## src/core/htd_pkg.sv

```systemverilog
// Shared constants and types for the holdover tune and lock control block.
// How it works
// - Low trip code n trips at (n+1)/64.
// - Rail trip drops lock and raises holdover flags.
// - Enabled rail trip makes input switch event.
// - Manual mode drives DAC from manual code.
// - Mode bit: zero automatic, one manual.
// - Leave holdover after programmed consecutive lock counts.
// - Force bit enters holdover regardless of lock.
// - Forced holdover: fixed gives manual, else tracked.
// - Forced holdover switches only when unmasked.
// - Tracked value read back at bits 23:14.
// - Decode two capacitor selectors, 14-15 reserved.
// - Decode two resistor selectors, 5-7 reserved.
// - Feedback delay is code times 205 ps.
// - Reference delay is code times 205 ps.
// - Lock counter counts below selected phase window.
// - DAC update rate is compare rate divided.
// - Lock asserts after programmed count in window.
// - Mask bit blocks lock-loss holdover and switch.
package htd_pkg;
    // ------------------------------------------------------------
    // Register byte offsets.
    // ------------------------------------------------------------
    localparam logic [4:0] OFF_RAIL = 5'h00;
    localparam logic [4:0] OFF_TUNE = 5'h04;
    localparam logic [4:0] OFF_XTAL = 5'h08;
    localparam logic [4:0] OFF_RDBK = 5'h0C;
    localparam logic [4:0] OFF_LOOP = 5'h10;
    localparam logic [4:0] OFF_DIV = 5'h14;
    localparam logic [4:0] OFF_CTRL = 5'h18;
    localparam logic [4:0] OFF_STAT = 5'h1C;
    // ------------------------------------------------------------
    // Writable bit masks and reset value.
    // ------------------------------------------------------------
    localparam logic [31:0] WM_RAIL = 32'h000FCFE0;
    localparam logic [31:0] WM_TUNE = 32'hFFDFFFE0;
    localparam logic [31:0] WM_XTAL = 32'hC0000000;
    localparam logic [31:0] WM_LOOP = 32'hFF7777C0;
    localparam logic [31:0] WM_DIV = 32'hFFCFFFC0;
    localparam logic [31:0] WM_CTRL = 32'h00000001;
    localparam logic [31:0] REG_RST = 32'h00000000;
    // ------------------------------------------------------------
    // Field positions.
    // ------------------------------------------------------------
    localparam int HIGH_TRIP_LSB = 14;
    localparam int LOW_TRIP_LSB = 6;
    localparam int RAIL_EN_BIT = 5;
    localparam int MAN_CODE_LSB = 22;
    localparam int MAN_SEL_BIT = 20;
    localparam int EXIT_CNT_LSB = 6;
    localparam int FORCE_BIT = 5;
    localparam int XTAL_LSB = 30;
    localparam int RDBK_LSB = 14;
    localparam int CAP4_LSB = 28;
    localparam int CAP3_LSB = 24;
    localparam int RES4_LSB = 20;
    localparam int RES3_LSB = 16;
    localparam int FB_DLY_LSB = 12;
    localparam int REF_DLY_LSB = 8;
    localparam int WIN_LSB = 6;
    localparam int DIV_LSB = 22;
    localparam int LOCK_CNT_LSB = 6;
    localparam int MASK_BIT = 0;
    // ------------------------------------------------------------
    // Analog scale and decode values.
    // ------------------------------------------------------------
    localparam logic [16:0] DAC_FULL = 17'h003FF;
    localparam int TRIP_SHIFT = 6;
    localparam logic [5:0] TRIP_TOP = 6'h3F;
    localparam logic [10:0] DLY_STEP_PS = 11'h0CD;
    localparam logic [15:0] WIN0_PS = 16'h157C;
    localparam logic [15:0] WIN1_PS = 16'h2710;
    localparam logic [15:0] WIN2_PS = 16'h48A8;
    localparam logic [15:0] WIN3_PS = 16'h9C40;
    localparam logic [3:0] CAP_LAST = 4'hD;
    localparam logic [2:0] RES_LAST = 3'h4;
    localparam logic [7:0] CAP4_PF [14] = '{8'h0A, 8'h0F, 8'h1D, 8'h22, 8'h2F,
        8'h34, 8'h42, 8'h47, 8'h67, 8'h6C, 8'h7A, 8'h7E, 8'h8D, 8'h92};
    localparam logic [7:0] CAP3_PF [14] = '{8'h0A, 8'h0B, 8'h0F, 8'h10, 8'h13,
        8'h14, 8'h18, 8'h19, 8'h1D, 8'h1E, 8'h21, 8'h22, 8'h26, 8'h27};
    localparam logic [14:0] RES_OHM [5] = '{15'h00C8, 15'h03E8, 15'h07D0,
        15'h0FA0, 15'h3E80};
    // ------------------------------------------------------------
    // Holdover state.
    // ------------------------------------------------------------
    typedef enum logic [1:0] {ST_TRACK = 2'b01, ST_HOLD = 2'b10} htd_state_type;
endpackage

```

## src/core/htd_lock_det.sv

```systemverilog
// Phase-window lock detector of the first loop.
`timescale 1ns/1ps
module htd_lock_det (
    input wire logic clk,
    input wire logic rst_n,
    input wire logic pd_tick,
    input wire logic [15:0] phase_err_ps,
    input wire logic [1:0] window_sel,
    input wire logic [13:0] lock_count,
    output logic lock_q
);
    logic [13:0] cnt_q;
    logic in_win;
    logic [13:0] lim;

    // Window width in picoseconds for a selector code.
    function automatic logic [15:0] win_ps(input logic [1:0] sel);
        case (sel)
            2'h0: win_ps = htd_pkg::WIN0_PS;
            2'h1: win_ps = htd_pkg::WIN1_PS;
            2'h2: win_ps = htd_pkg::WIN2_PS;
            default: win_ps = htd_pkg::WIN3_PS;
        endcase
    endfunction

    // Compare against the window; code 0 is treated as one count.
    assign in_win = phase_err_ps < win_ps(window_sel);
    assign lim = (lock_count == 14'h0000) ? 14'h0001 : lock_count;

    // Counts consecutive in-window comparisons, saturating at the limit.
    always_ff @(posedge clk or negedge rst_n) begin
        if (!rst_n) begin
            cnt_q <= 14'h0000;
            lock_q <= 1'b0;
        end else if (pd_tick) begin
            if (!in_win) begin
                cnt_q <= 14'h0000;
                lock_q <= 1'b0;
            end else begin
                if (cnt_q < lim) begin
                    cnt_q <= cnt_q + 14'h0001;
                end
                lock_q <= cnt_q >= lim - 14'h0001; // (no wrap at full count).
            end
        end
    end
endmodule

```

## src/core/htd_top.sv

```systemverilog
// AHB-Lite controlled holdover, tuning DAC and lock control block.
`timescale 1ns/1ps
module htd_top (
    input wire logic hclk,
    input wire logic hresetn,
    input wire logic hsel,
    input wire logic [31:0] haddr,
    input wire logic [1:0] htrans,
    input wire logic hwrite,
    input wire logic [2:0] hsize,
    input wire logic [31:0] hwdata,
    input wire logic hready,
    output logic hreadyout,
    output logic hresp,
    output logic [31:0] hrdata,
    input wire logic pd_tick,
    input wire logic [15:0] phase_error_ps,
    input wire logic pump_up,
    input wire logic pump_down,
    output logic [9:0] tune_code,
    output logic holdover_active,
    output logic clock_switch_event,
    output logic first_loop_lock_flag,
    output logic lock_status_pin,
    output logic holdover_status_pin,
    output logic rail_low_flag,
    output logic rail_high_flag,
    output logic [1:0] crystal_drive_amplitude,
    output logic [7:0] second_loop_cap_four_pf,
    output logic [7:0] second_loop_cap_three_pf,
    output logic [14:0] second_loop_res_four_ohm,
    output logic [14:0] second_loop_res_three_ohm,
    output logic loop_filter_reserved,
    output logic [10:0] feedback_path_delay_ps,
    output logic [10:0] reference_path_delay_ps
);

    // ------------------------------------------------------------
    // Register storage and field views.
    // ------------------------------------------------------------
    logic [31:0] reg_q [8];
    logic wr_pend_q;
    logic [2:0] widx_q;
    logic [31:0] rail_w, tune_w, loop_w, div_w;
    logic rail_en, manual_sel, force_hold, switch_mask;
    logic [9:0] manual_code, div_code;
    logic [13:0] exit_code, lock_code;

    assign rail_w = reg_q[htd_pkg::OFF_RAIL[4:2]];
    assign tune_w = reg_q[htd_pkg::OFF_TUNE[4:2]];
    assign loop_w = reg_q[htd_pkg::OFF_LOOP[4:2]];
    assign div_w = reg_q[htd_pkg::OFF_DIV[4:2]];
    assign rail_en = rail_w[htd_pkg::RAIL_EN_BIT];
    assign manual_sel = tune_w[htd_pkg::MAN_SEL_BIT];
    assign force_hold = tune_w[htd_pkg::FORCE_BIT];
    assign manual_code = tune_w[htd_pkg::MAN_CODE_LSB +: 10];
    assign exit_code = tune_w[htd_pkg::EXIT_CNT_LSB +: 14];
    assign div_code = div_w[htd_pkg::DIV_LSB +: 10];
    assign lock_code = div_w[htd_pkg::LOCK_CNT_LSB +: 14];
    assign switch_mask = reg_q[htd_pkg::OFF_CTRL[4:2]][htd_pkg::MASK_BIT];

    // Writable mask per register index; read-only words get none.
    function automatic logic [31:0] wmask(input logic [2:0] idx);
        case (idx)
            htd_pkg::OFF_RAIL[4:2]: wmask = htd_pkg::WM_RAIL;
            htd_pkg::OFF_TUNE[4:2]: wmask = htd_pkg::WM_TUNE;
            htd_pkg::OFF_XTAL[4:2]: wmask = htd_pkg::WM_XTAL;
            htd_pkg::OFF_LOOP[4:2]: wmask = htd_pkg::WM_LOOP;
            htd_pkg::OFF_DIV[4:2]: wmask = htd_pkg::WM_DIV;
            htd_pkg::OFF_CTRL[4:2]: wmask = htd_pkg::WM_CTRL;
            default: wmask = 32'h00000000;
        endcase
    endfunction

    // ------------------------------------------------------------
    // AHB-Lite slave: zero wait states, always OKAY.
    // ------------------------------------------------------------
    logic take, addr_ok;
    logic [2:0] ridx;
    logic [31:0] rd_word, wmerge;
    htd_pkg::htd_state_type state_q;
    logic [9:0] tracked_q;
    logic lock_raw;

    assign take = hsel && hready && htrans[1];
    assign addr_ok = haddr[31:5] == 27'h0000000;
    assign ridx = haddr[4:2];
    assign wmerge = (reg_q[widx_q] & ~wmask(widx_q)) | (hwdata & wmask(widx_q));

    // Read mux, forwarding a write still in its data phase.
    always_comb begin
        rd_word = reg_q[ridx];
        if (wr_pend_q && widx_q == ridx) begin
            rd_word = wmerge;
        end
        if (ridx == htd_pkg::OFF_RDBK[4:2]) begin
            rd_word = 32'h00000000;
            rd_word[htd_pkg::RDBK_LSB +: 10] = tracked_q;
        end
        if (ridx == htd_pkg::OFF_STAT[4:2]) begin
            rd_word = {26'h0000000, state_q, rail_high_flag, rail_low_flag,
                lock_raw, holdover_active};
        end
        if (!addr_ok) begin
            rd_word = 32'h00000000;
        end
    end

    // Address phase capture for writes.
    always_ff @(posedge hclk or negedge hresetn) begin
        if (!hresetn) begin
            wr_pend_q <= 1'b0;
            widx_q <= 3'h0;
        end else begin
            wr_pend_q <= take && hwrite && addr_ok;
            widx_q <= ridx;
        end
    end

    // Data phase write; read-only words keep their value.
    always_ff @(posedge hclk or negedge hresetn) begin
        if (!hresetn) begin
            for (int i = 0; i < 8; i++) begin
                reg_q[i] <= htd_pkg::REG_RST;
            end
        end else if (wr_pend_q) begin
            reg_q[widx_q] <= wmerge;
        end
    end

    // Read data registered at the address phase; response fixed OKAY.
    always_ff @(posedge hclk or negedge hresetn) begin
        if (!hresetn) begin
            hrdata <= 32'h00000000;
            hreadyout <= 1'b0;
            hresp <= 1'b0;
        end else begin
            hreadyout <= 1'b1;
            hresp <= 1'b0;
            if (take && !hwrite) begin
                hrdata <= rd_word;
            end
        end
    end

    // ------------------------------------------------------------
    // Rail trip detection on the tune code.
    // ------------------------------------------------------------
    logic trip_low, trip_high, rail_hit, rail_q;
    logic [16:0] code_scaled;

    // Threshold (n+1)/64 of full scale, as a DAC code times 64.
    function automatic logic [16:0] trip_lvl(input logic [5:0] n);
        trip_lvl = 17'({11'h000, n} + 17'h00001) * htd_pkg::DAC_FULL;
    endfunction

    assign code_scaled = {7'h00, tune_code} << htd_pkg::TRIP_SHIFT;
    assign trip_low = code_scaled <= trip_lvl(rail_w[htd_pkg::LOW_TRIP_LSB +: 6]);
    assign trip_high = code_scaled >=
        trip_lvl(htd_pkg::TRIP_TOP - rail_w[htd_pkg::HIGH_TRIP_LSB +: 6]) - htd_pkg::DAC_FULL;
    assign rail_hit = rail_en && (trip_low || trip_high);

    // Rail flags, visible in status and routed to the status pins.
    always_ff @(posedge hclk or negedge hresetn) begin
        if (!hresetn) begin
            rail_q <= 1'b0;
            rail_low_flag <= 1'b0;
            rail_high_flag <= 1'b0;
        end else begin
            rail_q <= rail_hit;
            rail_low_flag <= rail_en && trip_low;
            rail_high_flag <= rail_en && trip_high;
        end
    end

    // ------------------------------------------------------------
    // Lock detection and holdover control.
    // ------------------------------------------------------------
    logic [13:0] exit_cnt_q, exit_lim;
    logic lock_d, exit_done, enter_hold;
    htd_pkg::htd_state_type state_d;

    htd_lock_det u_lock (
        .clk(hclk),
        .rst_n(hresetn),
        .pd_tick(pd_tick),
        .phase_err_ps(phase_error_ps),
        .window_sel(loop_w[htd_pkg::WIN_LSB +: 2]),
        .lock_count(lock_code),
        .lock_q(lock_raw)
    );

    assign exit_lim = (exit_code == 14'h0000) ? 14'h0001 : exit_code;
    assign exit_done = exit_cnt_q >= exit_lim && !force_hold && !rail_hit;
    assign enter_hold = force_hold || rail_hit ||
        (first_loop_lock_flag && !lock_raw && !switch_mask);

    // Next holdover state.
    always_comb begin
        case (state_q)
            htd_pkg::ST_TRACK: state_d = enter_hold ? htd_pkg::ST_HOLD : htd_pkg::ST_TRACK;
            htd_pkg::ST_HOLD: state_d = exit_done ? htd_pkg::ST_TRACK : htd_pkg::ST_HOLD;
            default: state_d = htd_pkg::ST_HOLD;
        endcase
    end

    // Lock flag and lock pin report lock only outside holdover.
    assign lock_d = lock_raw && state_d == htd_pkg::ST_TRACK;

    // Holdover state and its pin views.
    always_ff @(posedge hclk or negedge hresetn) begin
        if (!hresetn) begin
            state_q <= htd_pkg::ST_TRACK;
            holdover_active <= 1'b0;
            first_loop_lock_flag <= 1'b0;
            lock_status_pin <= 1'b0;
            holdover_status_pin <= 1'b0;
        end else begin
            state_q <= state_d;
            holdover_active <= state_d == htd_pkg::ST_HOLD;
            first_loop_lock_flag <= lock_d;
            lock_status_pin <= lock_d && !rail_hit;
            holdover_status_pin <= state_d == htd_pkg::ST_HOLD || rail_hit;
        end
    end

    // Consecutive lock counts while in holdover.
    always_ff @(posedge hclk or negedge hresetn) begin
        if (!hresetn) begin
            exit_cnt_q <= 14'h0000;
        end else if (state_q != htd_pkg::ST_HOLD || !lock_raw) begin
            exit_cnt_q <= 14'h0000;
        end else if (pd_tick && exit_cnt_q < exit_lim) begin
            exit_cnt_q <= exit_cnt_q + 14'h0001;
        end
    end

    // Switch event on a new rail trip or an unmasked lock fall.
    always_ff @(posedge hclk or negedge hresetn) begin
        if (!hresetn) begin
            clock_switch_event <= 1'b0;
        end else begin
            clock_switch_event <= (rail_hit && !rail_q) ||
                (!switch_mask && first_loop_lock_flag && !lock_d);
        end
    end

    // ------------------------------------------------------------
    // DAC update divider, tracking and output code.
    // ------------------------------------------------------------
    logic [9:0] div_cnt_q, div_lim;
    logic dac_tick_q;

    assign div_lim = (div_code == 10'h000) ? 10'h001 : div_code;

    // One DAC update every div_lim compare ticks.
    always_ff @(posedge hclk or negedge hresetn) begin
        if (!hresetn) begin
            div_cnt_q <= 10'h000;
            dac_tick_q <= 1'b0;
        end else begin
            dac_tick_q <= 1'b0;
            if (pd_tick) begin
                if (div_cnt_q + 10'h001 >= div_lim) begin
                    div_cnt_q <= 10'h000;
                    dac_tick_q <= 1'b1;
                end else begin
                    div_cnt_q <= div_cnt_q + 10'h001;
                end
            end
        end
    end

    // Tracked value follows the pump and freezes in holdover.
    always_ff @(posedge hclk or negedge hresetn) begin
        if (!hresetn) begin
            tracked_q <= 10'h000;
        end else if (dac_tick_q && state_q == htd_pkg::ST_TRACK && !manual_sel) begin
            if (pump_up && !pump_down && tracked_q != 10'h3FF) begin
                tracked_q <= tracked_q + 10'h001;
            end else if (pump_down && !pump_up && tracked_q != 10'h000) begin
                tracked_q <= tracked_q - 10'h001;
            end
        end
    end

    // DAC code: manual when selected, else the tracked value.
    always_ff @(posedge hclk or negedge hresetn) begin
        if (!hresetn) begin
            tune_code <= 10'h000;
        end else begin
            tune_code <= manual_sel ? manual_code : tracked_q;
        end
    end

    // ------------------------------------------------------------
    // Loop filter, delay and crystal drive decode.
    // ------------------------------------------------------------
    logic [3:0] c4, c3;
    logic [2:0] r4, r3;

    // Resistor selector to ohms; reserved codes give zero.
    function automatic logic [14:0] res_ohm(input logic [2:0] code);
        res_ohm = (code > htd_pkg::RES_LAST) ? 15'h0000 : htd_pkg::RES_OHM[code];
    endfunction

    assign c4 = loop_w[htd_pkg::CAP4_LSB +: 4];
    assign c3 = loop_w[htd_pkg::CAP3_LSB +: 4];
    assign r4 = loop_w[htd_pkg::RES4_LSB +: 3];
    assign r3 = loop_w[htd_pkg::RES3_LSB +: 3];

    // Registered decode of the selector fields.
    always_ff @(posedge hclk or negedge hresetn) begin
        if (!hresetn) begin
            second_loop_cap_four_pf <= 8'h00;
            second_loop_cap_three_pf <= 8'h00;
            second_loop_res_four_ohm <= 15'h0000;
            second_loop_res_three_ohm <= 15'h0000;
            loop_filter_reserved <= 1'b0;
            feedback_path_delay_ps <= 11'h000;
            reference_path_delay_ps <= 11'h000;
            crystal_drive_amplitude <= 2'h0;
        end else begin
            second_loop_cap_four_pf <= (c4 > htd_pkg::CAP_LAST) ? 8'h00
                : htd_pkg::CAP4_PF[c4];
            second_loop_cap_three_pf <= (c3 > htd_pkg::CAP_LAST) ? 8'h00
                : htd_pkg::CAP3_PF[c3];
            second_loop_res_four_ohm <= res_ohm(r4);
            second_loop_res_three_ohm <= res_ohm(r3);
            loop_filter_reserved <= c4 > htd_pkg::CAP_LAST || c3 > htd_pkg::CAP_LAST ||
                r4 > htd_pkg::RES_LAST || r3 > htd_pkg::RES_LAST;
            feedback_path_delay_ps <= 11'(loop_w[htd_pkg::FB_DLY_LSB +: 3] *
                htd_pkg::DLY_STEP_PS);
            reference_path_delay_ps <= 11'(loop_w[htd_pkg::REF_DLY_LSB +: 3] *
                htd_pkg::DLY_STEP_PS);
            crystal_drive_amplitude <= reg_q[htd_pkg::OFF_XTAL[4:2]][htd_pkg::XTAL_LSB +: 2];
        end
    end
endmodule

```

## config.mk

```make
export PLATFORM = sky130hd
export DESIGN_NAME = htd_top
export DESIGN_NICKNAME = d
export VERILOG_FILES = /design/src/core/htd_pkg.sv /design/src/core/htd_lock_det.sv /design/src/core/htd_top.sv
export SDC_FILE = /design/constraint.sdc
export NUM_CORES = 1
export LEC_CHECK = 0
export BUFFER_PORTS_ARGS = -buffer_cell sky130_fd_sc_hd__buf_2
export CAP_MARGIN = 20
export CORE_MARGIN = 3
export CORE_UTILIZATION = 45
export DETAILED_ROUTE_END_ITERATION = 8
export GPL_TIMING_DRIVEN = 0
export MAX_ROUTING_LAYER = met4
export PLACE_DENSITY = 0.72
export SYNTH_ARGS = -nofsm -noshare
export SYNTH_HDL_FRONTEND = slang
export SYNTH_SLANG_ARGS = --single-unit
```

## constraint.sdc

```tcl
create_clock -name hclk -period 19.1 [get_ports hclk]
set_clock_uncertainty 0.05 [all_clocks]
set_input_delay 0 -clock hclk [delete_from_list [all_inputs] [get_ports hclk]]
set_output_delay 0 -clock hclk [all_outputs]
set_load 0.005 [all_outputs]
```

Word level (Yosys, flattened, before mapping) --
Memories as Yosys holds them, arrays and structs flattened. Cells that the tools add are included.
Cells by class: equal/unequal tests 17, bitwise logic cells 10, add/subtract/negate cells 10, reductions and logical operators 56, mux-type cells 44, divide/modulo/power cells 0, $lt $le $gt $ge 19, $mul 4, shift operators 0
Operators by type and width (number):
- two-way mux 32 bit | 9
- bitwise mux 256 bit | 1
- binary-select mux 32 bit (select 3 bit) | 2
- case mux 32 bit (6 select lines) | 1
- demux 32 bit (select 3 bit) | 1
- two-way mux 15 bit | 6
- two-way mux 14 bit | 6
- bitwise AND 32 bit | 2
- two-way mux 10 bit | 5
- two-way mux 8 bit | 6
- case mux 16 bit (3 select lines) | 1
- multiplier 7 x 10 -> 17 bit, second input constant | 2
- NOT 32 bit | 1
- OR 32 bit | 1
- adder 14 x 1 -> 14 bit, second input constant | 2
- >= comparator 14 bit | 2
- zero test 14 bit | 2
- < comparator 14 bit | 2
- zero test 27 bit | 1
- logical AND 1 bit | 26
- multiplier 3 x 8 -> 11 bit, second input constant | 2
- adder 10 x 1 -> 10 bit, second input constant | 2
- >= comparator 16 x 17 -> 1 bit | 1
- <= comparator 16 x 17 -> 1 bit | 1
- 33 further kinds | 75
Storage, ports and cells: bits in registers 434, output and inout bits 122, RAM bits 0, memories kept 4, word-level logic and storage cells 200, input bits 93, ROM bits 496, latch bits 0
Memory list:
- (no name shown) | words 16, bits a word 8, rd ports 1, clocked after memory_dff 0, wr ports 0, line htd_top.sv:327 | : htd_pkg::CAP3_PF[c3];
- (no name shown) | words 16, bits a word 8, rd ports 1, clocked after memory_dff 0, wr ports 0, line htd_top.sv:325 | : htd_pkg::CAP4_PF[c4];
- (no name shown) | words 8, bits a word 15, rd ports 1, clocked after memory_dff 0, wr ports 0, line htd_top.sv:304 | res_ohm = (code > htd_pkg::RES_LAST) ? 15'h0000 : htd_pkg::RES_OHM[code];
- (no name shown) | words 8, bits a word 15, rd ports 1, clocked after memory_dff 0, wr ports 0, line htd_top.sv:304

Depth between registers and ports, before layout --
Gate-level depths: netlist of run 1.
depth after elaboration 16, depth in mapped cells 30, mapped depth without buffers 30

Hierarchy --
A second synthesis of run 1 with hierarchy kept.
Unflattened totals: cells, all modules 2343, area, all modules 24522.3 um2
By module, submodules not included:
- htd_top | area an instance 22452.8 um2, instances 1, cells an instance 2091, sequential area each 10035.9 um2
- htd_lock_det | area an instance 2069.5 um2, instances 1, cells an instance 252, sequential area each 375.4 um2

Worst setup path before layout of run 1 --
No wires, ideal clock.
kind flip-flop to flip-flop, from register reg_q (netlist bit rail_w[14]), to register holdover_active, path slack 12463 ps, cell stages (with the launch flop) 27, setup time 121 ps, data arrival time 6466 ps, buffers on the path 0, data required time 18929 ps, period minus slack after synthesis 6637 ps, cell sequence dfrtp_1 inv_1 ha_1 nand2_1 xor2_1 fa_1 inv_1 fa_1 fa_1 fa_1 inv_1 ha_1 o21ai_1 a21oi_1 a41o_1 o41a_1 a21o_1 a21oi_1 xor2_1 ha_1 or3_1 a221oi_2 nor3_1 mux2i_4 o211ai_4 or2_1 o22a_1
On the way: longest elaborated chain between the ends 12, elaborated cells between the ends (all ways) 15, classes of those cells add/sub: 3; mul: 1; order compare: 1; eq/ne: 1; mux: 3; reduce/logical: 6
Ends and longest elaborated chain:
- start: declaration | line htd_top.sv:41 | logic [31:0] reg_q [8];
- start signal: indexed assignment | line htd_top.sv:124 | reg_q[i] <= htd_pkg::REG_RST;
- start signal: indexed assignment | line htd_top.sv:127 | reg_q[widx_q] <= wmerge;
- subtractor 6 bit * | line htd_top.sv:160 | trip_lvl(htd_pkg::TRIP_TOP - rail_w[htd_pkg::HIGH_TRIP_LSB +: 6]) - htd_pkg::DAC_FULL;
- adder 6 x 1 -> 7 bit * | line htd_top.sv:154 | trip_lvl = 17'({11'h000, n} + 17'h00001) * htd_pkg::DAC_FULL;
- multiplier 7 x 10 -> 17 bit * | line htd_top.sv:154
- subtractor 17 x 10 -> 17 bit * | line htd_top.sv:160
- >= comparator 16 x 17 -> 1 bit * | line htd_top.sv:159 | assign trip_high = code_scaled >=
- logical OR 1 bit * | line htd_top.sv:161 | assign rail_hit = rail_en && (trip_low || trip_high);
- logical AND 1 bit * | line htd_top.sv:161
- via rail_hit | line htd_top.sv:149 | logic trip_low, trip_high, rail_hit, rail_q;
- zero test 1 bit / logical OR 1 bit (equally long branches) | line htd_top.sv:194, htd_top.sv:195
- logical AND 1 bit / logical OR 1 bit (equally long branches) | line htd_top.sv:194, htd_top.sv:195
- two-way mux 2 bit, on equally long branches | line htd_top.sv:202, htd_top.sv:201
- case mux 2 bit (2 select lines) * | line htd_top.sv:200 | case (state_q)
- == test 2 bit * | line htd_top.sv:220 | holdover_active <= state_d == htd_pkg::ST_HOLD;
- end signal: assignment | line htd_top.sv:220
- end: declaration | line htd_top.sv:21 | output logic holdover_active,
Mark *: on every way through the listed nets, which the timed path passes. The rest lies on a longest branch. A chain may end at the register's enable or synchronous reset.

Worst setup path in the final report of run 1 --
from register reg_q (netlist bit rail_w[6]), to register clock_switch_event
On the way: longest elaborated chain between the ends 14, elaborated cells between the ends (all ways) 18, classes of those cells add/sub: 1; mul: 1; order compare: 1; eq/ne: 1; mux: 3; reduce/logical: 11
Ends and longest elaborated chain:
- adder 6 x 1 -> 7 bit * | line htd_top.sv:154
- multiplier 7 x 10 -> 17 bit * | line htd_top.sv:154
- <= comparator 16 x 17 -> 1 bit * | line htd_top.sv:158 | assign trip_low = code_scaled <= trip_lvl(rail_w[htd_pkg::LOW_TRIP_LSB +: 6]);
- logical OR 1 bit * | line htd_top.sv:161
- logical AND 1 bit * | line htd_top.sv:161
- via rail_hit | line htd_top.sv:149
- zero test 1 bit / logical OR 1 bit (equally long branches) | line htd_top.sv:194, htd_top.sv:195
- logical AND 1 bit / logical OR 1 bit (equally long branches) | line htd_top.sv:194, htd_top.sv:195
- two-way mux 2 bit, on equally long branches | line htd_top.sv:202, htd_top.sv:201
- case mux 2 bit (2 select lines) * | line htd_top.sv:200
- == test 2 x 1 -> 1 bit * | line htd_top.sv:208 | assign lock_d = lock_raw && state_d == htd_pkg::ST_TRACK;
- logical AND 1 bit * | line htd_top.sv:208
- via lock_d | line htd_top.sv:180 | logic lock_d, exit_done, enter_hold;
- zero test 1 bit * | line htd_top.sv:244 | (!switch_mask && first_loop_lock_flag && !lock_d);
- logical AND 1 bit * | line htd_top.sv:244
- logical OR 1 bit * | line htd_top.sv:243 | clock_switch_event <= (rail_hit && !rail_q) ||
- end signal: assignment | line htd_top.sv:243
- end: declaration | line htd_top.sv:22 | output logic clock_switch_event,
Marks and branches as above.

==> run_results.csv, run 1 <==
group,metric,value,unit
run_status,outcome,"completed",
final_layout,fin_area,28340,sq um
die,io_pins,215,
yosys,ys.flop_type,"dfrtp_1",
global_route,grt_util_met2,0.4235,
die,num_rows,84,
yosys,netlist-cell-type-count,81,
sta,final_hold_viol_count,0,
yosys,async_flop_share,1.000,
sta,grt_setup_unrepaired,"no",
critical_path,slowest_stage,"dfrtp_1",
worst_hold_path,hold_path_class,"primary input to register",
global_route,busiest_layer,"met2",
sta,setup_viol,0,
yosys,syn_area_per_cell,10.55,sq um
clocking,cts_made_buffers,45,
clocking,cts_tree,"done",
place,dp_cells,3204,
critical_path,cp_common_cell,"fa_1",
global_route,grt_pass1_vias,19625,
critical_path,crit_fanout,12,
global_route,use_met3,0.05388,
place,io_buffers,191,
global_route,antenna_found_initial,1,
final_layout,final_nets,2963,
critical_path,reg2reg_from,"rail_w[6]$_DFFE_PN0P_",
pwr,power_leakage,14.14,nW
clocking,clk_path_buf_depth,3,
clocking,path_clk_slew,0.06,ns
die,initial_core_util,0.4593,
yosys,ys_warn_count,0,
routing,vias,19052,
critical_path,cp_cell_sequence,"and3_1 > xor2_1 > inv_1 > fa_1 > inv_1 > fa_1 > inv_1 > fa_1 > fa_1 > ha_1 > a21o_1 > a31o_2 > a41oi_1 > nand2b_1 > xnor2_1 > ha_1 > nand4_1 > nor4_2 > a311oi_1 > a21oi_1 > o211ai_4 > a2111oi_2 > a21oi_1",
sta,tightest_slew,1.170,ns
critical_path,cp.required,19.50,ns
final_layout,layout.cells.non_filler,3331,
sta,setup_slack,11.13,ns
yosys,ys_ff_latch,414,
critical_path,cp-start-kind,"register",
critical_path,cpPeakStageDelay,0.86,ns
routing,drc,0,
sta,fin_crit_sh,0.4172,
pwr,power,1.991,mW
yosys,synth_seq_area_share,0.4251,
routing,drt_iter0_markers,1723,
critical_path,critical_path_class,"register to register",
global_route,grt_pass1_wl,111500,um
routing,via_per_inst,5.720,
place,place_congestion,0.9793,
critical_path,path_buf_inv,3,
global_route,grt.overflow.total,0,
clocking,post-cts-setup-buffers,0,
final_layout,fin_util,0.5339,
flow_run,cap_viol_max_count,0,
sta,max_freq,125.5,MHz
place,pre_cts_slack,11.13,ns
yosys,postSynthCellCount,2311,
sta,fin_crit,7.969,ns
global_route,track_usage,0.2617,
critical_path,end_kind,"register",
routing,first_pass_iters,6,
global_route,grtUsageMet1,0.3168,
die,fp.dieW,238.7,um
die,die_area,57000,sq um
pwr,peakVddDrop,0.00005753,V
worst_hold_path,min_from,"phase_error_ps[14]",
place,dpl_cell_area,26330,sq um
die,core-area,53080,sq um
critical_path,crit_family,"adder cells",
pwr,pwr_density_cell,70.25,nW/um^2
routing,ant_nets,0,
clocking,numClockSinks,414,
sta,slew_violations,0,
global_route,grt_max_degree,130,
clocking,clk_latency,0.59,ns
yosys,synth.cell_area,24380,sq um
clocking,cts_root_buf,"clkbuf_16",
place,hpwl,53230,um
yosys,synth_edf_count,0,
sta,setup_tns,0,ns
sta,holdWs,0.03397,ns
final_layout,area_growth,16.25,%
critical_path,critPathLaunch,"rail_w[6]$_DFFE_PN0P_",
final_layout,post_route_cells_drive_above_1_share,0.1612,
clocking,htree_levels,2,
critical_path,cp.arrival,8.37,ns
routing,wirelength,71710,um
sta,slew_headroom,0.2203,
routing,wl_per_cell,21.53,um
die,die_h,238.7,um
==> cell type report <==
class	count	area [sq um]
diodes	1	2.502
plain buffers	263	1062
flip-flops and latches	414	10360
well taps	688	860.8
multi-input cells	1485	12390
clock inverters	19	261.5
repair buffers	237	1494
clock buffers	65	1304
fillers	4611	24740
inverters	159	596.8
==> layer usage <==
metal  wire length (um)  part of all wire
met5                  0                 0
met4               3748             0.052
met3               5584             0.078
met2              34270              0.48
met1              28100              0.39
==> cell families (layout without fill, tap and decap cells) <==
group	count (synthesis)	in the layout	synth area share
simple gates	502	502	0.09727
fa+ha+maj	265	265	0.1496
buf+inv	422	743	0.06806
flops	414	414	0.4251
mux	152	152	0.1056
other cells	2	13	0.0003081
compound gates	451	451	0.1171
xor+xnor	103	103	0.03701
==> placed cells by master, fill, tap and decap left out, types with 7 or more instances in the layout <==
master,count
mux4_2,81
a21o_1,39
a32o_1,12
dfrtp_1,413
inv_1,157
nand4_1,19
o21bai_1,10
nor2b_1,23
a31oi_1,12
clkbuf_1,237
fa_1,44
nand3_1,36
a21oi_1,104
nor3b_1,12
buf_4,15
and2_1,7
nor2_1,94
or3_1,11
xnor2_1,53
conb_1,12
nand2b_1,14
mux2_2,22
and3_1,21
dlygate4sd3_1,41
clkbuf_16,47
clkinv_2,8
nand2_1,207
ha_1,221
nor4_1,15
a211oi_1,18
o21ai_0,160
nor3_1,25
o21ai_1,10
buf_2,207
xor2_1,50
mux2i_1,48
==> where the power goes <==
group	switching, mW	internal, mW	leakage [nW]
logic	0.0944	0.0637	8.22
clock network	0.375	0.557	0.766
registers	0.0138	0.887	5.15
==> path summary, 6_finish.rpt <==
kind | to | slack, ns | depth (start not counted)
min in group asynchronous | state_q[0]$_DFF_PN1_ | 0.49 | 3
min | u_lock.cnt_q[1]$_DFFE_PN0P_ | 0.03 | 6
min reg2reg | reg_q[33]$_DFFE_PN0P_ | 0.40 | 1
max | clock_switch_event$_DFF_PN0_ | 11.13 | 23
max reg2reg | clock_switch_event$_DFF_PN0_ | 11.13 | 23
max in group asynchronous | rail_high_flag$_DFF_PN0_ | 16.82 | 6
==> state kept, by name, indices dropped and copies added, names as in the netlist, 3 cells and up <==
name	count
div_cnt_q	10
exit_cnt_q	14
widx_q	3
tracked_q	10
div_w	32
second_loop_res_four_ohm	10
u_lock.cnt_q	14
reg_q	120
tune_w	32
feedback_path_delay_ps	11
loop_w	32
reference_path_delay_ps	11
second_loop_cap_three_pf	6
second_loop_res_three_ohm	10
second_loop_cap_four_pf	8
rail_w	32
hrdata	32
tune_code	10
==> tightest hold or removal path: cells and delay by family <==
| family | cells | cell delay (ns) |
|---|---|---|
| AND/OR/NAND/NOR | 1 | 0.04 |
| buffers and inverters | 1 | 0.08 |
| adder cells (fa/ha/maj) | 1 | 0.13 |
| AO/OA/AOI/OAI | 2 | 0.30 |
| multiplexers | 1 | 0.08 |
==> synth_stat cells (all sizes together) (14+ instances only) <==
cell type	number	area, sq um
dfrtp	413	10330
clkbuf	226	849.6
ha	221	2765
nand2	207	777.0
o21ai	171	859.6
inv	157	589.3
a21oi	106	538.0
nor2	94	352.8
mux4	81	1824
xnor2	53	464.2
xor2	50	437.9
mux2i	49	503.0
fa	44	880.8
a21o	39	292.8
buf	37	212.7
nand3	36	180.2
nor3	26	141.4
nor2b	23	143.9
mux2	22	247.7
a211oi	21	172.7
and3	21	131.4
nand4	19	118.9
nor4	16	106.4
nand2b	14	87.58
==> timing repair <==
| action | in CTS | in global routing |
|---|---|---|
| hold buffers | 42 | 0 |
| endpoints found under the hold margin | 294 | 0 |
| resized for setup | 0 | 0 |
Power figures use the tool's default switching activity.
==> inputs of run 2 (changes only) <==
--- a/config.mk
+++ b/config.mk
@@ -12,7 +12,7 @@
 export DETAILED_ROUTE_END_ITERATION = 8
 export GPL_TIMING_DRIVEN = 0
 export MAX_ROUTING_LAYER = met4
-export PLACE_DENSITY = 0.72
+export PLACE_DENSITY = 0.74
 export SYNTH_ARGS = -nofsm -noshare
 export SYNTH_HDL_FRONTEND = slang
 export SYNTH_SLANG_ARGS = --single-unit
==> constraint.sdc (replaced) <==
create_clock -name hclk -period 6.5 [get_ports hclk]
set_clock_uncertainty 0.05 [all_clocks]
set_input_delay 0 -clock hclk [delete_from_list [all_inputs] [get_ports hclk]]
set_output_delay 0 -clock hclk [all_outputs]
set_load 0.005 [all_outputs]
==> run_results.csv, run 2 (synthesis gave the netlist of run 1 again) <==
group,metric,value,unit
final_layout,layout_common_cells,"dfrtp_1, clkbuf_1, ha_1, buf_2, nand2_1",
run_status,violations,"negative setup slack",
place,dp_cells,3204,
final_layout,n_antenna_cell,0,
pwr,p_int,4.481,mW
final_layout,largest_reg_flops,120,
die,num_rows,84,
critical_path,slowest_stage,"fa_1",
flow_run,cap_viol_max_count,0,
global_route,grt_max_degree,124,
global_route,grt.overflow.total,0,
clocking,htree_levels,2,
critical_path,critPathLaunch,"rail_w[16]$_DFFE_PN0P_",
pwr,combPwrFrac,0.079,
pwr,power_leakage,14.47,nW
sta,slew_headroom,0.1967,
routing,vias,19503,
pwr,pwr_density_cell,200.9,nW/um^2
global_route,grt_util_met2,0.4352,
sta,max_freq,150.6,MHz
pwr,clockPowerShare,0.469,
critical_path,crit_family,"adder cells",
sta,grt_setup_unrepaired,"yes",
sta,setup_slack,-0.1417,ns
global_route,antenna_found_initial,0,
die,io_pins,215,
final_layout,layout.cells.non_filler,3364,
clocking,cts_made_buffers,45,
critical_path,cp-start-kind,"register",
sta,fin_crit_sh,1.022,
sta,setup_viol,5,
routing,ant_nets,0,
sta,tightest_slew,1.205,ns
sta,slew_violations,0,
die,core-area,53080,sq um
worst_hold_path,hold_path_class,"primary input to register",
critical_path,cpPeakStageDelay,0.54,ns
routing,wl_per_cell,21.96,um
final_layout,area_growth,19.74,%
critical_path,end_kind,"register",
critical_path,crit_fanout,4,
clocking,numClockSinks,414,
die,die_h,238.7,um
global_route,grt_pass1_vias,20048,
critical_path,reg2reg_from,"rail_w[16]$_DFFE_PN0P_",
run_status,outcome,"finished with violations",
sta,final_hold_viol_count,0,
final_layout,top_register,"reg_q",
critical_path,path_buf_inv,5,
global_route,busiest_layer,"met2",
pwr,p_sw_frac,0.2359,
place,hpwl,54370,um
pwr,seqPwrFrac,0.451,
clocking,clk_latency,0.58,ns
final_layout,post_route_cells_drive_above_1_share,0.2044,
routing,wirelength,73880,um
routing,drt_iter0_markers,1841,
clocking,cts_tree,"done",
critical_path,cp_common_cell,"fa_1",
sta,fin_crit,6.642,ns
global_route,use_met3,0.04938,
place,pre_cts_slack,-1.111,ns
final_layout,fin_area,29190,sq um
routing,first_pass_iters,7,
die,die_area,57000,sq um
global_route,track_usage,0.2673,
die,initial_core_util,0.4593,
pwr,power.net_switching,1.383,mW
final_layout,final_nets,3002,
final_layout,final_common_cell,"dfrtp_1",
clocking,clk_path_buf_depth,3,
routing,drc,0,
clocking,path_clk_slew,0.06,ns
routing,via_per_inst,5.798,
global_route,grt_pass1_wl,114400,um
place,place_congestion,0.9619,
place,dpl_cell_area,26410,sq um
pwr,peakVddDrop,0.0001838,V
place,io_buffers,191,
clocking,cts_root_buf,"clkbuf_16",
global_route,grtUsageMet1,0.3237,
worst_hold_path,min_from,"phase_error_ps[14]",
critical_path,critical_path_class,"register to register",
critical_path,cp.arrival,7.04,ns
critical_path,cp.required,6.90,ns
die,fp.dieW,238.7,um
-- run 2: cell count changes in the layout (fill, tap and decap cells not counted), sizes merged --
cell | before | now
dlygate4sd3 | 41 | 36
diode | 1 | 0
buf | 233 | 277
clkbuf | 291 | 292
inv | 159 | 157
clkinv | 11 | 8
clkinvlp | 2 | 1
-- run 2: power by group through the flow --
| stage | clock [mW] | combinational [mW] | sequential [mW] |
|---|---|---|---|
| finish | 2.75 | 0.464 | 2.65 |
| global route | 2.88 | 0.503 | 2.65 |
| CTS | 2.78 | 0.461 | 2.65 |
| detailed placement | 0 | 0.441 | 2.69 |
| global placement | 0 | 0.419 | 2.69 |
| floorplan | 0 | 0.255 | 2.68 |
-- run 2: metrics by stage --
stage                     total power [mW]  TNS [ns]    util  hold WS (ns)
after global routing                 6.035    -2.386  0.5499       0.06139
after CTS                            5.885   -0.3627  0.5469      0.001569
after floorplan                      2.935         0       -       -0.3456
final                                5.865   -0.5942  0.5499       0.05165
after global placement               3.109  -1003.44  0.4957        0.1403
after detailed placement             3.134    -8.235  0.4975       0.02136
-- run 2: cell type report --
type / instances / area [sq um]
Inverter: 159 / 603.1
Fill cell: 4385 / 23890
Tap cell: 688 / 860.8
Clock inverter: 13 / 222.7
Sequential cell: 414 / 10380
Buffer: 263 / 1062
Timing Repair Buffer: 276 / 1773
Clock buffer: 66 / 1368
Multi-Input combinational cell: 1485 / 12920
-- run 2: layer usage --
metal	up-vias	part of all wire	wire [um]
met5	-	0	0
met4	0	0.054	4012
met3	252	0.080	5930
met2	890	0.48	35640
met1	9769	0.38	28290
li1	8592	-	-
-- run 2: tightest hold or removal path: stages --
cell	delay [ns]
buf_2	0.08
ha_1	0.14
nor2_1	0.04
o2111a_1	0.14
o21ai_0	0.16
mux2i_1	0.08
-- run 2: final timing paths --
kind | to | slack [ns] | cells after the start
hold / removal | u_lock.cnt_q[1]$_DFFE_PN0P_ | 0.05 | 6
hold reg to reg | reg_q[34]$_DFFE_PN0P_ | 0.40 | 1
min in group asynchronous | u_lock.cnt_q[2]$_DFFE_PN0P_ | 0.50 | 3
setup reg to reg | state_q[1]$_DFF_PN0_ | -0.14 | 28
setup / recovery | state_q[1]$_DFF_PN0_ | -0.14 | 28
max in group asynchronous | state_q[0]$_DFF_PN1_ | 4.44 | 5
-- run 2: what timing repair did --
action	4_1_cts	5_1_grt
buffers inserted	36	9
hold buffers	36	0
setup endpoints to repair	10	9
resized for setup	75	18
hold endpoints to repair	183	0
pin swaps	46	19
==> inputs of run 3 (changes only) <==
--- a/config.mk
+++ b/config.mk
@@ -5,6 +5,7 @@
 export SDC_FILE = /design/constraint.sdc
 export NUM_CORES = 1
 export LEC_CHECK = 0
+export ABC_AREA = 1
 export BUFFER_PORTS_ARGS = -buffer_cell sky130_fd_sc_hd__buf_2
 export CAP_MARGIN = 20
 export CORE_MARGIN = 3
==> run_results.csv, run 3 <==
group,metric,value,unit
sta,setup_tns,0,ns
die,core-area,54450,sq um
pwr,p_sw_frac,0.2550,
pwr,clockPowerShare,0.469,
critical_path,slowest_stage,"fa_2",
worst_hold_path,worstHoldPathCells,2,
final_layout,fin_util,0.5458,
critical_path,cp.required,6.93,ns
clocking,cts_made_buffers,47,
place,hpwl,60270,um
critical_path,end_kind,"register",
worst_hold_path,min_to,"widx_q[0]$_DFF_PN0_",
final_layout,layout_common_cells,"dfrtp_1, nand2_1, inv_1, o21ai_0, clkbuf_1",
critical_path,r2r.worst_path.cells,34,
sta,grt_setup_unrepaired,"yes",
critical_path,critical_path_class,"register to register",
die,fp.dieW,241.9,um
global_route,grt.overflow.total,0,
global_route,antenna_found_initial,1,
routing,maxUsedRoutingLayer,"met4",
routing,route.met2.wl,36510,um
sta,max_freq,157.5,MHz
place,io_buffers,190,
routing,drc,0,
die,num_rows,85,
sta,setup_viol,0,
yosys,synth_top_area_share,0.4207,
critical_path,cp.arrival,6.78,ns
final_layout,fillers,4979,
worst_hold_path,min_from,"haddr[2]",
clocking,clk_latency,0.60,ns
global_route,track_usage,0.2793,
clocking,cts_root_buf,"clkbuf_16",
pwr,combPwrFrac,0.088,
clocking,path_clk_slew,0.06,ns
routing,dr_wl_met3,8826,um
routing,first_pass_iters,6,
yosys,async_flop_share,1.000,
pwr,seqPwrFrac,0.443,
routing,drt_iter0_markers,2770,
place,dp_cells,3850,
yosys,synth_seq_area_share,0.4218,
final_layout,final_common_cell,"dfrtp_1",
global_route,grt_pass1_vias,21299,
yosys,ys_warn_count,0,
yosys,postSynthCellCount,2907,
final_layout,post_route_cells_drive_above_1_share,0.1447,
final_layout,top_register,"reg_q",
pwr,power_leakage,14.90,nW
sta,tightest_slew,1.115,ns
sta,slew_headroom,0.2486,
yosys,ys_top_cells_by_count,"dfrtp_1, nand2_1, inv_1",
critical_path,r2r-end,"clock_switch_event$_DFF_PN0_",
routing,via_per_inst,5.617,
critical_path,cp-start-kind,"register",
final_layout,largest_reg_flops,128,
routing,wl_per_cell,20.40,um
final_layout,layout.cells.non_filler,4008,
die,io_pins,215,
sta,slew_violations,0,
critical_path,reg2reg_from,"rail_w[6]$_DFFE_PN0P_",
pwr,power.net_switching,1.541,mW
yosys,synth.cell_area,25040,sq um
final_layout,final_nets,3591,
yosys,yosys.area.top_type,"dfrtp_1",
global_route,grt_pass1_wl,124300,um
clocking,cts_tree,"done",
sta,fin_crit,6.350,ns
flow_run,cap_viol_max_count,0,
critical_path,reg2reg_slack,0.15,ns
yosys,yosysMostFrequentCell,"dfrtp_1",
sta,final_hold_viol_count,0,
critical_path,crit_fanout,4,
routing,vias,22513,
clocking,htree_levels,2,
pwr,p_int,4.502,mW
place,place_congestion,1.030,
yosys,ys.flop_type,"dfrtp_1",
final_layout,area_growth,18.69,%
yosys,netlist-cell-type-count,64,
yosys,synth.area.top_cells,"dfrtp_1, ha_1, nand2_1, o21ai_0, inv_1",
pwr,peakVddDrop,0.0002515,V
routing,wirelength,81750,um
worst_hold_path,hold_path_class,"primary input to register",
run_status,outcome,"completed",
die,die_h,241.9,um
routing,ant_nets,0,
die,die_area,58510,sq um
pwr,pwr_density_cell,203.3,nW/um^2
yosys,synth_edf_count,0,
yosys,ys_ff_latch,422,
critical_path,cpPeakStageDelay,0.60,ns
clocking,clk_path_buf_depth,3,
sta,fin_crit_sh,0.9769,
yosys,syn_area_per_cell,8.614,sq um
routing,met1_length,32380,um
die,initial_core_util,0.4599,
global_route,grt_max_degree,120,
clocking,numClockSinks,422,
[run 3: changes by cell type in the layout (fill, tap and decap cells not counted), moves of 20 or more]
cell      before  now
a21o_1        39   12
a21oi_1       96  193
inv_1        146  289
mux2_2        22    2
mux2i_1       48    0
mux4_2        81    0
nand2_1      206  403
nand3_1       36  111
nor2_1        90  152
nor2b_1       23    0
o211ai_1       5   36
o21ai_0      155  287
o22ai_1        4   42
xnor2_1       48   17
[run 3: layout make-up]
class,count,area [sq um],area share
Clock inverter,27,344.1,0.01158
Antenna cell,1,2.502,0.00008420
Buffer,290,1172,0.03945
Sequential cell,422,10570,0.3557
Inverter,321,1216,0.04092
Tap cell,739,924.6,0.03111
Multi-Input combinational cell,1883,12450,0.4189
Timing Repair Buffer,268,1754,0.05902
Clock buffer,57,1285,0.04324
[run 3: kinds of logic (layout without fill, tap and decap cells)]
group | Yosys count | in the layout | synth area share
AO/OA/AOI/OAI | 708 | 708 | 0.1643
XOR/XNOR | 82 | 82 | 0.02868
adder cells (fa/ha/maj) | 265 | 265 | 0.1456
buffers and inverters | 612 | 963 | 0.09509
flip-flops | 422 | 422 | 0.4218
multiplexers | 2 | 2 | 0.0008994
other | 2 | 13 | 0.0002999
AND/OR/NAND/NOR | 814 | 814 | 0.1433
[run 3: power by group through the flow]
stage / Sequential (mW) / Combinational (mW) / Clock (mW)
final: 2.68 / 0.532 / 2.83
after global placement: 2.72 / 0.480 / 0
after CTS: 2.68 / 0.516 / 2.87
after floorplan: 2.72 / 0.269 / 0
after detailed placement: 2.72 / 0.497 / 0
after global routing: 2.68 / 0.582 / 2.98
[run 3: routing by layer]
| layer | up-vias | GRT usage |
|---|---|---|
| li1 | 10307 | - |
| met1 | 10803 | 0.3583 |
| met3 | 246 | 0.07006 |
| met4 | 0 | 0.1269 |
| met5 | - | - |
| met2 | 1157 | 0.4181 |
[run 3: how the worst max path moves through the flow]
stage                                start                      endpoint  cells after the start
detailed placement   rail_w[6]$_DFFE_PN0P_  clock_switch_event$_DFF_PN0_                     34
global placement                   hresetn  clock_switch_event$_DFF_PN0_                      1
global route        rail_w[15]$_DFFE_PN0P_  clock_switch_event$_DFF_PN0_                     34
CTS                 rail_w[15]$_DFFE_PN0P_  clock_switch_event$_DFF_PN0_                     36
floorplan            rail_w[6]$_DFFE_PN0P_  clock_switch_event$_DFF_PN0_                     34
finish               rail_w[6]$_DFFE_PN0P_  clock_switch_event$_DFF_PN0_                     34
[run 3: timing repair]
item	4_1_cts	5_1_grt
pin swaps	5	49
gates resized for setup	27	69
buffers inserted	12	23
gates cloned	0	0
hold endpoints to repair	212	0
hold buffers	38	0
endpoints found under the setup margin	9	7
[run 3: worst max-delay path: cells and delay by family, from the launching register on]
kind	cells	cell delay, ns
adders and majority gates	6	2.60
AOI/OAI and AO/OA	7	0.97
DFF	1	0.40
and+or+nand+nor	13	1.40
xor gates and xnor gates	2	0.45
buffers and inverters	6	0.37
[run 3: per-stage QoR]
step           setup WS [ns]  total power [mW]  cell area [sq um]  hold slack, ns
6_report              0.1503             6.043              29720         0.02247
5_1_grt              -0.1542             6.240              29720         0.04073
4_1_cts             0.001743             6.061              29260        0.008500
3_5_place_dp         -0.8498             3.220              27070         -0.1044
3_3_place_gp          -3.128             3.204              26950         0.08725
2_1_floorplan         0.1772             2.987              25080         -0.3456
